`config.mk`:
```
export PLATFORM = sky130hd
export DESIGN_NAME = fpt_table
export DESIGN_NICKNAME = d
export VERILOG_FILES = /design/src/fpt_pkg.sv /design/src/fpt_table.sv /design/src/fpt_rom.sv
export SDC_FILE = /design/constraint.sdc
export NUM_CORES = 1
export LEC_CHECK = 0
export ABC_AREA = 1
export BUFFER_PORTS_ARGS = -buffer_cell sky130_fd_sc_hd__buf_2
export CORE_ASPECT_RATIO = 0.8
export CORE_MARGIN = 2
export CORE_UTILIZATION = 40
export DETAILED_ROUTE_END_ITERATION = 8
export MAX_ROUTING_LAYER = met4
export PLACE_DENSITY = 0.65
export SLEW_MARGIN = 20
export SYNTH_ARGS = -nofsm -noshare
export SYNTH_HDL_FRONTEND = slang
export SYNTH_HIERARCHICAL = 1
export SYNTH_SLANG_ARGS = --single-unit
export TNS_END_PERCENT = 20
```
`constraint.sdc`:
```
create_clock -name CLK -period 4.2 [get_ports CLK]
set_input_delay 0.63 -clock CLK [delete_from_list [all_inputs] [get_ports CLK]]
set_output_delay 0.63 -clock CLK [all_outputs]
set_load 0.01 [all_outputs]
```
`src/fpt_pkg.sv`:
```
// What this block does
// - Byte 0Ch 08h, 0Dh dual-output opcode
// - Byte 0Eh 88h, 0Fh dual I/O BBh
// - Byte 10h FEh, quad-command mode supported
// - Reserved bytes 11h-15h, 18h-19h read FFh
// - Bytes 16h, 17h all-dual-wire unsupported, FFh
// - Byte 1Ah 48h, two mode, eight dummy
// - Byte 1Bh EBh quad-command-mode read opcode
// - Bytes 1Ch 0Ch, 1Dh 20h: 4 KB erase
// - Bytes 1Eh 0Fh, 1Fh 52h: 32 KB erase
package fpt_pkg;
  localparam int          FPT_AW        = 5;
  localparam logic [4:0]  FPT_FIRST     = 5'h0C;
  localparam logic [4:0]  FPT_LAST      = 5'h1F;
  localparam logic [4:0]  FPT_ONE       = 5'h01;
  localparam logic [2:0]  FPT_DO_MODE   = 3'h0;
  localparam logic [4:0]  FPT_DO_DUMMY  = 5'h08;
  localparam logic [7:0]  FPT_DO_OP     = 8'h3B;
  localparam logic [2:0]  FPT_DIO_MODE  = 3'h4;
  localparam logic [4:0]  FPT_DIO_DUMMY = 5'h08;
  localparam logic [7:0]  FPT_DIO_OP    = 8'hBB;
  localparam logic [7:0]  FPT_QCM_FLAGS = 8'hFE;
  localparam logic [7:0]  FPT_RSVD      = 8'hFF;
  localparam logic [2:0]  FPT_DA_MODE   = 3'h7;
  localparam logic [4:0]  FPT_DA_DUMMY  = 5'h1F;
  localparam logic [7:0]  FPT_DA_OP     = 8'hFF;
  localparam logic [2:0]  FPT_QCM_MODE  = 3'h2;
  localparam logic [4:0]  FPT_QCM_DUMMY = 5'h08;
  localparam logic [7:0]  FPT_QCM_OP    = 8'hEB;
  localparam logic [7:0]  FPT_ER1_SIZE  = 8'h0C;
  localparam logic [7:0]  FPT_ER1_OP    = 8'h20;
  localparam logic [7:0]  FPT_ER2_SIZE  = 8'h0F;
  localparam logic [7:0]  FPT_ER2_OP    = 8'h52;
  localparam int          FPT_QCM_BIT   = 4;
  localparam int          FPT_DA_BIT    = 0;
  localparam logic [7:0]  FPT_QIO_OP    = 8'hEB;
  localparam logic [4:0]  FPT_A_DO_CFG  = 5'h0C;
  localparam logic [4:0]  FPT_A_DO_OP   = 5'h0D;
  localparam logic [4:0]  FPT_A_DIO_CFG = 5'h0E;
  localparam logic [4:0]  FPT_A_DIO_OP  = 5'h0F;
  localparam logic [4:0]  FPT_A_FLAGS   = 5'h10;
  localparam logic [4:0]  FPT_A_DA_CFG  = 5'h16;
  localparam logic [4:0]  FPT_A_DA_OP   = 5'h17;
  localparam logic [4:0]  FPT_A_QCM_CFG = 5'h1A;
  localparam logic [4:0]  FPT_A_QCM_OP  = 5'h1B;
  localparam logic [4:0]  FPT_A_ER1_SZ  = 5'h1C;
  localparam logic [4:0]  FPT_A_ER1_OP  = 5'h1D;
  localparam logic [4:0]  FPT_A_ER2_SZ  = 5'h1E;
  localparam logic [4:0]  FPT_A_ER2_OP  = 5'h1F;
endpackage

```
`src/fpt_table.sv`:
```
`timescale 1ns/100ps
module fpt_table
  import fpt_pkg::*;
(
  // Clock and reset
  input  wire logic          CLK,
  input  wire logic          SRST,
  // Read control
  input  wire logic          START,
  input  wire logic [4:0]    START_ADDR,
  input  wire logic          NEXT,
  // Read data
  output logic      [7:0]    DATA,
  output logic               VALID,
  output logic [4:0]         ADDR,
  // Fixed capability flags
  output logic               QCM_SUPPORTED,
  output logic               QCM_OPCODE_OK
);
  logic [4:0] addr_r;
  logic [4:0] addr_nxt;
  logic       valid_r;
  logic [7:0] rom_data;

  // Address walker
  always_comb begin
    addr_nxt = addr_r;
    if (SRST) begin
      addr_nxt = FPT_FIRST;
    end else if (START) begin
      addr_nxt = START_ADDR;
    end else if (valid_r && NEXT) begin
      addr_nxt = (addr_r == FPT_LAST) ? FPT_FIRST
                                      : addr_r + FPT_ONE;
    end
  end

  always_ff @(posedge CLK) begin
    if (SRST) begin
      addr_r <= FPT_FIRST;
    end else begin
      addr_r <= addr_nxt;
    end
  end

  // Data ready one cycle after address is set
  always_ff @(posedge CLK) begin
    if (SRST) begin
      valid_r <= 1'b0;
    end else if (START) begin
      valid_r <= 1'b0;
    end else if (NEXT && valid_r) begin
      valid_r <= 1'b0;
    end else begin
      valid_r <= 1'b1;
    end
  end

  fpt_rom u_rom (
    .clk    (CLK),
    .addr   (addr_nxt),
    .data_r (rom_data)
  );

  always_ff @(posedge CLK) begin
    if (SRST) begin
      ADDR <= FPT_FIRST;
    end else begin
      ADDR <= addr_nxt;
    end
  end

  assign DATA          = rom_data;
  assign VALID         = valid_r;
  assign QCM_SUPPORTED = FPT_QCM_FLAGS[FPT_QCM_BIT];
  assign QCM_OPCODE_OK = (FPT_QCM_OP == FPT_QIO_OP);

  // Table bytes
  rom_dual_a: assert property (@(posedge CLK) disable iff (SRST)
    (ADDR == 5'h0C)
    |-> (DATA == 8'h08))
    else $error("dual out byte wrong");

  dual_field_a: assert property (@(posedge CLK) disable iff (SRST)
    (ADDR == 5'h0C)
    |-> (DATA[7:5] == 3'h0 && DATA[4:0] == 5'h08))
    else $error("dual out fields wrong");

  rom_do_op_a: assert property (@(posedge CLK) disable iff (SRST)
    (ADDR == 5'h0D)
    |-> (DATA == 8'h3B))
    else $error("dual out opcode wrong");

  rom_dio_a: assert property (@(posedge CLK) disable iff (SRST)
    (ADDR == 5'h0E)
    |-> (DATA == 8'h88))
    else $error("dual io byte wrong");

  dio_field_a: assert property (@(posedge CLK) disable iff (SRST)
    (ADDR == 5'h0E)
    |-> (DATA[7:5] == 3'h4 && DATA[4:0] == 5'h08))
    else $error("dual io fields wrong");

  rom_dio_op_a: assert property (@(posedge CLK) disable iff (SRST)
    (ADDR == 5'h0F)
    |-> (DATA == 8'hBB))
    else $error("dual io opcode wrong");

  rom_flag_a: assert property (@(posedge CLK) disable iff (SRST)
    (ADDR == 5'h10)
    |-> (DATA == 8'hFE))
    else $error("flag byte wrong");

  flag_bits_a: assert property (@(posedge CLK) disable iff (SRST)
    (ADDR == 5'h10)
    |-> (DATA[4] == 1'b1 && DATA[0] == 1'b0))
    else $error("flag bits wrong");

  rom_rsvd_a: assert property (@(posedge CLK) disable iff (SRST)
    ((ADDR >= 5'h11 && ADDR <= 5'h17) || ADDR == 5'h18 || ADDR == 5'h19)
    |-> (DATA == 8'hFF))
    else $error("reserved byte wrong");

  low_rsvd_a: assert property (@(posedge CLK) disable iff (SRST)
    (ADDR < 5'h0C)
    |-> (DATA == 8'hFF))
    else $error("uncovered byte wrong");

  dual_wire_a: assert property (@(posedge CLK) disable iff (SRST)
    (ADDR == 5'h16)
    |-> (DATA[7:5] == 3'h7 && DATA[4:0] == 5'h1F))
    else $error("dual all byte wrong");

  da_op_a: assert property (@(posedge CLK) disable iff (SRST)
    (ADDR == 5'h17)
    |-> (DATA == 8'hFF))
    else $error("dual all opcode wrong");

  rom_qcm_a: assert property (@(posedge CLK) disable iff (SRST)
    (ADDR == 5'h1A)
    |-> (DATA == 8'h48))
    else $error("quad mode byte wrong");

  qcm_field_a: assert property (@(posedge CLK) disable iff (SRST)
    (ADDR == 5'h1A)
    |-> (DATA[7:5] == 3'h2 && DATA[4:0] == 5'h08))
    else $error("quad mode fields wrong");

  rom_qop_a: assert property (@(posedge CLK) disable iff (SRST)
    (ADDR == 5'h1B)
    |-> (DATA == 8'hEB))
    else $error("quad opcode wrong");

  rom_er1_a: assert property (@(posedge CLK) disable iff (SRST)
    (ADDR == 5'h1C)
    |-> (DATA == 8'h0C))
    else $error("erase1 size wrong");

  er1_op_a: assert property (@(posedge CLK) disable iff (SRST)
    (ADDR == 5'h1D)
    |-> (DATA == 8'h20))
    else $error("erase1 opcode wrong");

  er2_size_a: assert property (@(posedge CLK) disable iff (SRST)
    (ADDR == 5'h1E)
    |-> (DATA == 8'h0F))
    else $error("erase2 size wrong");

  rom_er2_a: assert property (@(posedge CLK) disable iff (SRST)
    (ADDR == 5'h1F)
    |-> (DATA == 8'h52))
    else $error("erase2 opcode wrong");

  // Read sequencing
  reset_state_a: assert property (@(posedge CLK)
    SRST
    |=> (ADDR == 5'h0C && !VALID && DATA == 8'h08))
    else $error("reset state wrong");

  start_load_a: assert property (@(posedge CLK) disable iff (SRST)
    START
    |=> (ADDR == $past(START_ADDR) && !VALID))
    else $error("start not loaded");

  addr_step_a: assert property (@(posedge CLK) disable iff (SRST)
    (valid_r && NEXT && !START && addr_r != FPT_LAST)
    |=> (addr_r == $past(addr_r) + 5'h01))
    else $error("address did not advance");

  addr_wrap_a: assert property (@(posedge CLK) disable iff (SRST)
    (valid_r && NEXT && !START && addr_r == FPT_LAST)
    |=> (addr_r == FPT_FIRST))
    else $error("address did not wrap");

  next_drop_a: assert property (@(posedge CLK) disable iff (SRST)
    (valid_r && NEXT && !START)
    |=> !VALID)
    else $error("valid held after step");

  next_refuse_a: assert property (@(posedge CLK) disable iff (SRST)
    (!valid_r && NEXT && !START)
    |=> (addr_r == $past(addr_r)))
    else $error("early step not refused");

  valid_rise_a: assert property (@(posedge CLK) disable iff (SRST)
    (!valid_r && !START)
    |=> valid_r)
    else $error("valid did not rise");

  valid_hold_a: assert property (@(posedge CLK) disable iff (SRST)
    (VALID && !START && !NEXT)
    |=> VALID)
    else $error("valid dropped");

  data_hold_a: assert property (@(posedge CLK) disable iff (SRST)
    (!START && !(NEXT && valid_r))
    |=> ($stable(DATA) && $stable(ADDR)))
    else $error("data not held");
endmodule

```
`src/fpt_rom.sv`:
```
`timescale 1ns/100ps
module fpt_rom
  import fpt_pkg::*;
(
  // Clock
  input  wire logic          clk,
  // Read port
  input  wire logic [4:0]    addr,
  output logic      [7:0]    data_r
);
  logic [7:0] rom_v;

  always_comb begin
    rom_v = FPT_RSVD;
    case (addr)
      FPT_A_DO_CFG:  rom_v = {FPT_DO_MODE, FPT_DO_DUMMY};
      FPT_A_DO_OP:   rom_v = FPT_DO_OP;
      FPT_A_DIO_CFG: rom_v = {FPT_DIO_MODE, FPT_DIO_DUMMY};
      FPT_A_DIO_OP:  rom_v = FPT_DIO_OP;
      FPT_A_FLAGS:   rom_v = FPT_QCM_FLAGS;
      FPT_A_DA_CFG:  rom_v = {FPT_DA_MODE, FPT_DA_DUMMY};
      FPT_A_DA_OP:   rom_v = FPT_DA_OP;
      FPT_A_QCM_CFG: rom_v = {FPT_QCM_MODE, FPT_QCM_DUMMY};
      FPT_A_QCM_OP:  rom_v = FPT_QCM_OP;
      FPT_A_ER1_SZ:  rom_v = FPT_ER1_SIZE;
      FPT_A_ER1_OP:  rom_v = FPT_ER1_OP;
      FPT_A_ER2_SZ:  rom_v = FPT_ER2_SIZE;
      FPT_A_ER2_OP:  rom_v = FPT_ER2_OP;
      default: rom_v = FPT_RSVD;
    endcase
  end

  always_ff @(posedge clk) begin
    data_r <= rom_v;
  end
endmodule

```
== Yosys cells after proc, flatten, opt, wreduce, memory -nomap -nowiden ==
Memory sizes are Yosys's and may differ from the RTL's. A register that Yosys moved wholly into a read port is not among the register bits.
Cells that the tools add are included.
W data, S select, Z words.

* Word-level logic and storage cells: 12
* Input bits: 9
* Output and inout port bits: 16
* ROM bits: 256
* Flip-flop bits (word level): 6
* Memories kept: 1

* Reductions and logical operators: 2
* Muxes and demuxes: 5
* Add/sub/neg operators: 1
* Equal/unequal tests: 1

{| class="wikitable"
|+ Memories
! memory !! depth !! width !! rd ports !! clocked after Yosys merged registers in !! write ports !! RTL line !! text
|-
| (no name shown) || 32 || 8 || 1 || 1 || 0 || fpt_rom.sv:15 || <nowiki>case (addr)</nowiki>
|}

{| class="wikitable"
|+ Operators by type and width
! cell !! number
|-
| $mux W5 || 4
|-
| $add A5 B1 Y5 const B || 1
|-
| $eq A5 B5 Y1 const B || 1
|-
| $reduce_or A2 Y1 || 1
|-
| $logic_and A1 B1 Y1 || 1
|-
| $mux W1 || 1
|}

== Depth between registers and ports, before layout ==
Gate-level depths: netlist (run 1).

* Depth after elaboration: 5
* Mapped depth: 14
* Depth with buffers taken out: 14

== Modules after synthesis ==
The synthesis (run 1) kept the hierarchy.

{| class="wikitable"
|+ By module, submodules not included
! module !! area each (µm²) !! cells an instance !! times used !! seq. area each (µm²)
|-
| fpt_table || 391.6 || 59 || 1 || 120.1
|-
| fpt_rom || 312.8 || 40 || 1 || 160.2
|}

== Worst setup path after synthesis (run 1) ==
No wires, ideal clock.

* Path kind: register to register
* Start point: register ADDR[0] (netlist name)
* End point: register u_rom.data_r[5]
* Setup slack: 2.488 ns
* Period minus slack after synthesis: 1.712 ns
* Buffers on the path: 0
* Arrival time: 1.592 ns
* Data required time: 4.080 ns
* Stages on the path, launching flop included: 13
* Library setup time: 0.120 ns
* Cells stage by stage: dfxtp_1 > ha_1 > inv_1 > nor2_1 > ha_1 > nand2_4 > nand3_1 > nand2_1 > nand2_1 > nand3_1 > nand2_2 > and2_4 > o21ai_1

{| class="wikitable"
|+ RTL lines
! what !! RTL line !! text
|-
| to (decl) || fpt_rom.sv:9 || <nowiki>output logic [7:0] data_r</nowiki>
|}

==> impl_metrics.yaml, run 1 <==
outcome:
  status: "finished clean"
detailed_routing:
  ant_nets: 0
  drc_errors: 0
  totalWireLength_um: 1340
  vias: 666
  via_per_inst: 4.56
  routedWlPerCell_um: 9.16
  drt_pass1_iterations: 4
  drtIter0Drc: 15
clocking:
  numCtsBuffers: 3
  htreeDepth: 1
  cts-resized-gates: 0
  cts_hold_buf: 0
  cts_tree: "yes"
  clkTransAtPathRegs_ps: 80
  clockBufferDepth: 2
  cts_sinks: 14
  clk_latency_ps: 280
  cts_setup_buffers: 0
  clockRootBuffer: "clkbuf_4"
hold_path:
  hold_path.class: "input pin to flip-flop"
  worstHoldStart: "SRST"
layout:
  syn2layout_area_growth_pct: 23.1
  diodes: 0
  layout-drive-gt1-share_pct: 29.8
  fin_nets: 136
  fillCellCount: 166
sta:
  fin_crit_sh_pct: 43.5
  fmax_ghz: 0.548
  maxSlewViolCount: 0
  finalSetupViolCount: 0
  rsz0062_at_grt: "false"
  hold_viol_final: 0
  final.setup.tns_ps: 0
  clock_skew_ps: 2.19
  period_minus_slack_ps: 1830
placed_design:
  io_buffers: 22
  routabilityCongestion: 0.868
  dp_hpwl_um: 1100
die:
  num_rows: 13
  start_util_pct: 42.9
  die_h_um: 41.5
  fp.dieW_um: 50.9
  core_area_sq_um: 1640
  io_pins: 25
  die-area_sq_um: 2110
power_and_ir_drop:
  p_per_area_nw_per_um2: 369
  finalPower_mw: 0.320
  p_leak_nw: 0.505
  ir_drop_uv: 222
logic_synthesis:
  avgSynthCellArea_sq_um: 7.12
  yosys.area.top_type_share_pct: 39.8
  synthCells: 99
  ys_seq_area_share_pct: 39.8
  netlist-cell-type-count: 21
  ys_ff_latch: 14
  yosysTopAreaCell: "dfxtp_1"
  syn_area_sq_um: 704
  yosys_warnings: 6
  synth.area.top_cells: "dfxtp_1 40%, nand2_1 11%, nand3_1 9.9%"
setup_path:
  worstSetupPathType: "flip-flop to flip-flop"
  crit_start: "ADDR[0]"
  crit_required_ps: 4370
  crit_path_end_kind: "flip-flop"
  cp.arrival_ps: 1990
  cp_max_fo: 6
  start_kind: "flip-flop"
  r2r-start: "ADDR[0]"
global_route:
  grt_max_degree: 10
  grt.total_usage_pct: 14.2
  grt_overflow: 0
  antenna_found_initial: 0
  grt_pass1_vias: 548
  grt_pass1_wl_um: 2190
run:
  max_cap_violations: 0
## cell families (layout without fill, tap and decap cells)
family,count (synthesis),in the layout,share of synthesized area (%)
AOI/OAI and AO/OA,15,15,12.3
adders and majority gates,2,2,3.55
and+or+nand+nor,46,46,31.6
other,1,2,0.532
buffers and inverters,21,45,12.3
DFF,14,14,39.8
## cell usage in the layout (no fill, tap or decap)
cell	count
o21bai_1	1
o21ai_0	2
buf_2	22
clkbuf_4	3
nand2_4	1
inv_2	4
ha_1	2
a21oi_1	4
nand3b_1	1
o21ai_1	4
inv_1	15
nand2_2	4
nor2_1	4
nand3_2	1
nand3_1	14
o211ai_1	2
a31oi_1	1
clkbuf_8	1
a21o_1	1
dfxtp_1	14
nand2_1	20
and2_4	1
conb_1	2
## metal layers
layer | global-route usage [%] | part of all wire, %
met5 | - | 0
met4 | 1.62 | 0
met3 | 7.55 | 8.3
met2 | 19.7 | 42
met1 | 18.9 | 49
## through the flow
step	std cells	util (%)	worst slack, ps	cell area [sq um]	hold WS (ps)
after floorplan	100	-	2490	708	596
after global routing	146	52.8	2160	867	583
final	146	52.8	2370	867	579
after CTS	146	52.8	2360	867	573
after global placement	142	50.6	2320	831	609
after detailed placement	142	50.6	2310	831	605
## cell type report
cell class                      instances  area [sq um]  area share, %
Inverter                               19          71.3           8.23
Timing Repair Buffer                   22           110           12.7
Multi-Input combinational cell         65           342           39.4
Sequential cell                        14           280           32.3
Clock buffer                            4          36.3           4.18
Tap cell                               22          27.5           3.17
## flip-flops by register name, summed over array words and instances, names as in the netlist
register,flops
u_rom/data_r,8
ADDR,5
VALID,1
## report_power, final
part	leakage (nW)	internal (mW)	switching, mW
sequential	0.117	0.147	0.00564
combinational	0.367	0.0295	0.0433
clock	0.0210	0.0527	0.0417
## cell usage after synthesis
cell / count
a21oi_1: 4
and2_4: 1
o21bai_1: 1
inv_2: 4
conb_1: 1
nand3b_1: 1
nand2_1: 20
a31oi_1: 1
o211ai_1: 2
nand2_4: 1
a21o_1: 1
nand3_1: 14
o21ai_0: 2
o21ai_1: 4
nor2_1: 4
ha_1: 2
buf_4: 2
inv_1: 15
dfxtp_1: 14
nand2_2: 4
nand3_2: 1
## critical path: stages (launching register included)
cell and delay, ps:
dfxtp_1 380, ha_1 190, inv_1 60, nor2_1 100, ha_1 200, nand2_4 70
nand3_1 80, nand2_1 60, nand2_1 180, nand3_1 120, nand2_2 100, and2_4 140
o21ai_1 50
## path summary, 6_finish.rpt
path / endpoint / slack (ps) / depth (start not counted)
setup / recovery: u_rom/data_r[5] / 2370 / 12
hold / removal: ADDR[2] / 580 / 3
setup reg to reg: u_rom/data_r[5] / 2370 / 12
hold reg to reg: VALID / 620 / 3
Power figures use the tool's default switching activity.
==> inputs of run 2 (changes only) <==
Settings changed: ABC_AREA 1 to 0.
Clock period 4.2 ns to 1.7 ns, I/O delays scaled along.
==> run 2 against run 1 <==
Synthesized area increased by 5.2%; global-route usage up 8.9 points; worst setup slack got worse by 2700 ps; non-clock buffer count increased by 30; the run now ends with setup timing left; utilization is 22 points higher.
==> impl_metrics.yaml, run 2 <==
logic_synthesis:
  yosys.area.top_type_share_pct: 37.8
  synthFlopType: "dfxtp_1"
  netlist-cell-type-count: 40
  ys_seq_area_share_pct: 37.8
  synth.area.top_cells: "dfxtp_1 38%, nor3_1 7.4%, a211oi_1 4.1%"
  synth_enable_flop_cells: 0
  synth.most_common_cell: "dfxtp_1"
  avgSynthCellArea_sq_um: 8.82
  ys_ff_latch: 14
  synthCells: 84
  yosysTopAreaCell: "dfxtp_1"
  yosys_warnings: 6
  syn_area_sq_um: 741
  ys_async_sr_fraction_pct: 0
  synthTopCellsByCount: "14 x dfxtp_1, 11 x nor3_1, 4 x a211oi_1, 4 x nand2_1, 4 x nor2b_1"
clocking:
  numCtsBuffers: 3
  cts_hold_buf: 0
  cts_sinks: 14
  clk_latency_ps: 290
  clkTransAtPathRegs_ps: 90
  clockBufferDepth: 2
  cts_tree: "yes"
  clockRootBuffer: "clkbuf_4"
  htreeDepth: 1
setup_path:
  crit_family: "simple AND/OR/NAND/NOR gates"
  regToRegSetupSlack_ps: -360
  cp.arrival_ps: 2220
  cpMaxStageDelayCell: "dfxtp_4"
  cp_cell_sequence: "ha_4 -> and3_4 -> ha_4 -> or2_2 -> a31oi_4 -> o31ai_4 -> nand4b_1 -> a21oi_2 -> a41oi_1"
  worst_path_most_repeated_cell: "ha_4"
  crit_required_ps: 1860
  crit_path_end_kind: "flip-flop"
  reg2reg_to: "u_rom/data_r[1]"
  cp_max_fo: 9
  start_kind: "flip-flop"
  critPathBufInv: 0
  worstSetupPathDepth: 9
  r2r-start: "ADDR[0]"
  worstSetupPathType: "flip-flop to flip-flop"
  r2r_cells: 9
  cpPeakStageDelay_ps: 360
sta:
  period_minus_slack_ps: 2060
  slew_headroom_pct: 56.4
  worst_slack_ps: -365
  finalSetupViolCount: 9
  fin_crit_sh_pct: 121
  hold_viol_final: 0
  tightest_slew_ps: 651
  rsz0062_at_grt: "true"
  maxSlewViolCount: 0
  clock_skew_ps: 6.53
  fmax_ghz: 0.484
detailed_routing:
  drtIter0Drc: 22
  vias: 801
  drt_pass1_iterations: 4
  drc_errors: 0
  via_per_inst: 5.17
  ant_nets: 0
  routedWlPerCell_um: 14.3
  totalWireLength_um: 2220
layout:
  layout-drive-gt1-share_pct: 62.4
  largest_register_ffs: 8
  fillCellCount: 119
  utilization_pct: 75.2
  final_common_cell: "buf_4"
  top_register: "u_rom/data_r"
  mostFrequentLayoutCells: "28 x buf_4, 22 x buf_2, 12 x dfxtp_1"
  fin_nets: 145
  syn2layout_area_growth_pct: 70.1
  diodes: 0
die:
  fp.dieW_um: 52.1
  die-area_sq_um: 2210
  io_pins: 25
  num_rows: 13
  core_area_sq_um: 1680
  die_h_um: 42.5
  start_util_pct: 44.2
power_and_ir_drop:
  p_leak_nw: 0.552
  finalPower_mw: 0.898
  swShare_pct: 29.9
  p_seq_share_pct: 42.4
  p_per_area_nw_per_um2: 713
  p_sw_mw: 0.269
  power_frac_comb_pct: 30.8
  ir_drop_uv: 529
  clock_power_share_pct: 26.8
  p_int_mw: 0.630
global_route:
  grt_pass1_vias: 745
  antenna_found_initial: 0
  grt_pass1_wl_um: 3590
  grt.total_usage_pct: 23.1
  grt_overflow: 0
  grt_max_degree: 11
outcome:
  violations: "setup timing"
  status: "complete, but fails checks"
hold_path:
  worstHoldStart: "SRST"
  min_to: "ADDR[4]"
  whs_path_depth: 2
  hold_path.class: "input pin to flip-flop"
placed_design:
  routabilityCongestion: 0.811
  io_buffers: 22
  dp_hpwl_um: 1550
run:
  max_cap_violations: 0
==> run 2: cell types whose count changed after synthesis, sizes merged, moves of 4 or more <==
cell    previous run  this run
nand2             25         5
buf                2         7
nor3               0        11
inv               19         2
nor2b              0         4
nand3             15         2
a211oi             0         4
==> run 2: metrics by stage <==
step           setup slack [ps]  hold slack, ps  std cells  setup TNS, ps  area (sq um)
3_3_place_gp               -496             506        146          -3530          1090
2_1_floorplan              -254             359         85          -1390           822
4_1_cts                    -387             232        153          -2960          1200
5_1_grt                    -478             235        155          -3510          1260
3_5_place_dp               -641             505        146          -4560          1090
6_report                   -365             237        155          -2720          1260
==> run 2: power groups by stage <==
stage,logic (mW),registers (mW),clock network (mW)
6_report,0.276,0.381,0.241
5_1_grt,0.300,0.384,0.269
4_1_cts,0.256,0.380,0.247
3_5_place_dp,0.233,0.387,0
3_3_place_gp,0.230,0.386,0
2_1_floorplan,0.114,0.407,0
==> run 2: worst reg2reg max path, stage by stage (launching register included) <==
cell      delay, ps
dfxtp_4         360
ha_4            150
and3_4          170
ha_4            160
or2_2           290
a31oi_4         200
o31ai_4         120
nand4b_1        240
a21oi_2         190
a41oi_1          60
==> run 2: repair_timing <==
| item | 4_1_cts | 5_1_grt |
|---|---|---|
| setup buffers | 3 | 2 |
| endpoints found under the setup margin | 9 | 10 |
| pin swaps | 5 | 5 |
| resized for setup | 10 | 7 |
==> run 2: final cells by class <==
class	count	area [sq um]	share of cell area (%)
Sequential cell	14	285	22.6
Multi-Input combinational cell	61	561	44.5
Clock buffer	4	36.3	2.88
Inverter	2	7.51	0.596
Tap cell	22	27.5	2.18
Timing Repair Buffer	52	343	27.2
==> run 2: layer usage <==
metal	part of all wire [%]	vias up	global-route usage (%)	routed length (um)
met1	47	376	29.7	1040
met4	1.3	0	7.89	28
met2	47	19	34.7	1040
li1	-	401	-	-
met5	0	-	-	0
met3	4.8	5	6.43	107
==> run 2: kinds of logic after synthesis <==
kind of cell	share of synthesized area, %
xor gates and xnor gates	1.18
other	0.506
adders and majority gates	3.38
AOI/OAI and AO/OA	17.7
DFF	37.8
and+or+nand+nor	30.4
buffers and inverters	8.95
==> run 2: how the worst max path moves through the flow <==
stage / from / endpoint
floorplan: ADDR[0] / u_rom/data_r[0]
global placement: ADDR[1] / u_rom/data_r[1]
detailed placement: ADDR[1] / u_rom/data_r[0]
CTS: ADDR[1] / u_rom/data_r[7]
global route: ADDR[0] / u_rom/data_r[0]
finish: ADDR[0] / u_rom/data_r[1]
==> inputs of run 3 (changes only) <==
==> constraint.sdc (replaced) <==
create_clock -name CLK -period 1.7 [get_ports CLK]
set_input_delay 0.085 -clock CLK [delete_from_list [all_inputs] [get_ports CLK]]
set_output_delay 0.085 -clock CLK [all_outputs]
set_load 0.01 [all_outputs]
==> run 3 against run 2 <==
Largest cell class unchanged; highest routed layer unchanged; the flow still finishes with violations (setup timing); critical path type unchanged; utilization shrank 4.6 points; final area shrank 6.1%; final cell count shrank 4.5%; worst hold slack lost 150 ps.
==> impl_metrics.yaml, run 3 (synthesis results as in run 2) <==
setup_path:
  worst_path_most_repeated_cell: "ha_4"
  crit_required_ps: 1850
  cpMaxStageDelayCell: "nor3_1"
  regToRegSetupSlack_ps: -380
  cpPeakStageDelay_ps: 440
  reg2reg_to: "u_rom/data_r[1]"
  r2r-start: "ADDR[0]"
  worstSetupPathType: "flip-flop to flip-flop"
  crit_path_end_kind: "flip-flop"
  cp.arrival_ps: 2240
  start_kind: "flip-flop"
  r2r_cells: 8
  cp_max_fo: 6
  cp_cell_sequence: "ha_4 -> and3_4 -> ha_4 -> nor3_1 -> o31ai_4 -> nand4b_1 -> a21oi_2 -> a41oi_1"
die:
  core_area_sq_um: 1680
  die-area_sq_um: 2210
  io_pins: 25
  die_h_um: 42.5
  fp.dieW_um: 52.1
  start_util_pct: 44.2
  num_rows: 13
sta:
  maxSlewViolCount: 0
  fin_crit_sh_pct: 122
  slew_headroom_pct: 65.8
  fmax_ghz: 0.480
  period_minus_slack_ps: 2080
  tightest_slew_ps: 510
  rsz0062_at_grt: "true"
  hold_viol_final: 0
  clock_skew_ps: 5.21
  finalSetupViolCount: 8
  worst_slack_ps: -382
global_route:
  grt_max_degree: 12
  grt_pass1_vias: 743
  grt_overflow: 0
  grt_pass1_wl_um: 3550
  antenna_found_initial: 0
  grt.total_usage_pct: 22.9
placed_design:
  dp_slack_ps: -621
  routabilityCongestion: 0.834
  dp_hpwl_um: 1470
  io_buffers: 22
outcome:
  status: "complete, but fails checks"
  violations: "setup timing"
detailed_routing:
  ant_nets: 0
  drtIter0Drc: 15
  routedWlPerCell_um: 13.7
  via_per_inst: 5.19
  drc_errors: 0
  totalWireLength_um: 2030
  drt_pass1_iterations: 4
  vias: 768
clocking:
  clockBufferDepth: 2
  numCtsBuffers: 3
  cts_sinks: 14
  clk_latency_ps: 280
  cts_hold_buf: 0
  htreeDepth: 1
  clkTransAtPathRegs_ps: 80
  cts_tree: "yes"
  clockRootBuffer: "clkbuf_4"
layout:
  fin_nets: 138
  top_register: "u_rom/data_r"
  syn2layout_area_growth_pct: 59.8
  diodes: 0
  utilization_pct: 70.6
  fillCellCount: 132
  layout-drive-gt1-share_pct: 59.5
  largest_register_ffs: 8
  mostFrequentLayoutCells: "22 x buf_2, 22 x buf_4, 12 x dfxtp_1"
hold_path:
  worstHoldStart: "SRST"
  hold_path.class: "input pin to flip-flop"
  min_to: "ADDR[4]"
  whs_path_depth: 2
run:
  max_cap_violations: 0
power_and_ir_drop:
  p_leak_nw: 0.508
  ir_drop_uv: 498
  p_per_area_nw_per_um2: 735
run 3: power breakdown:
part | switching, mW | internal (mW) | total (mW)
combinational | 0.130 | 0.121 | 0.251
sequential | 0.0167 | 0.362 | 0.379
clock | 0.109 | 0.130 | 0.240
run 3: worst max-delay path, delay by kind of cell, from the launching register on:
family,cells,cell delay [ps]
fa+ha+maj,2,310
compound gates,3,440
flops,1,360
simple gates,3,850
run 3: how the worst max path moves through the flow:
stage / start / end / slack, ps / depth (start not counted)
2_1_floorplan: ADDR[0] / u_rom/data_r[0] / -250 / 10
3_3_place_gp: ADDR[1] / u_rom/data_r[1] / -530 / 9
3_5_place_dp: ADDR[1] / u_rom/data_r[0] / -620 / 9
4_1_cts: ADDR[1] / u_rom/data_r[0] / -360 / 10
5_1_grt: ADDR[0] / u_rom/data_r[0] / -510 / 10
6_report: ADDR[0] / u_rom/data_r[1] / -380 / 8
run 3: layer usage:
layer  GRT usage, %  part of all wire, %
met3           7.50                  6.0
met2           35.2                   47
met1           28.5                   46
met4           6.32                  1.0
met5              -                    0
run 3: cell type report:
type / instances / area [sq um] / share of cell area [%]
Multi-Input combinational cell: 61 / 541 / 45.7
Inverter: 2 / 7.51 / 0.634
Sequential cell: 14 / 285 / 24.1
Tap cell: 22 / 27.5 / 2.33
Clock buffer: 4 / 36.3 / 3.07
Timing Repair Buffer: 45 / 287 / 24.2
run 3: timing repair:
item,4_1_cts,5_1_grt
gates resized for setup,12,2
buffers inserted,1,0
endpoints found under the hold margin,0,0
pin swaps,7,1
gates cloned,0,0
endpoints found under the setup margin,9,9
run 3: metrics by stage:
step	TNS, ps	total power, mW	instance area [sq um]	hold slack [ps]	cells
finish	-2460	0.870	1180	88.3	148
CTS	-2320	0.874	1170	80.1	148
floorplan	-1390	0.521	822	189	85
global placement	-3780	0.611	1070	341	143
detailed placement	-4360	0.614	1070	353	143
global route	-3310	0.924	1180	93.8	148
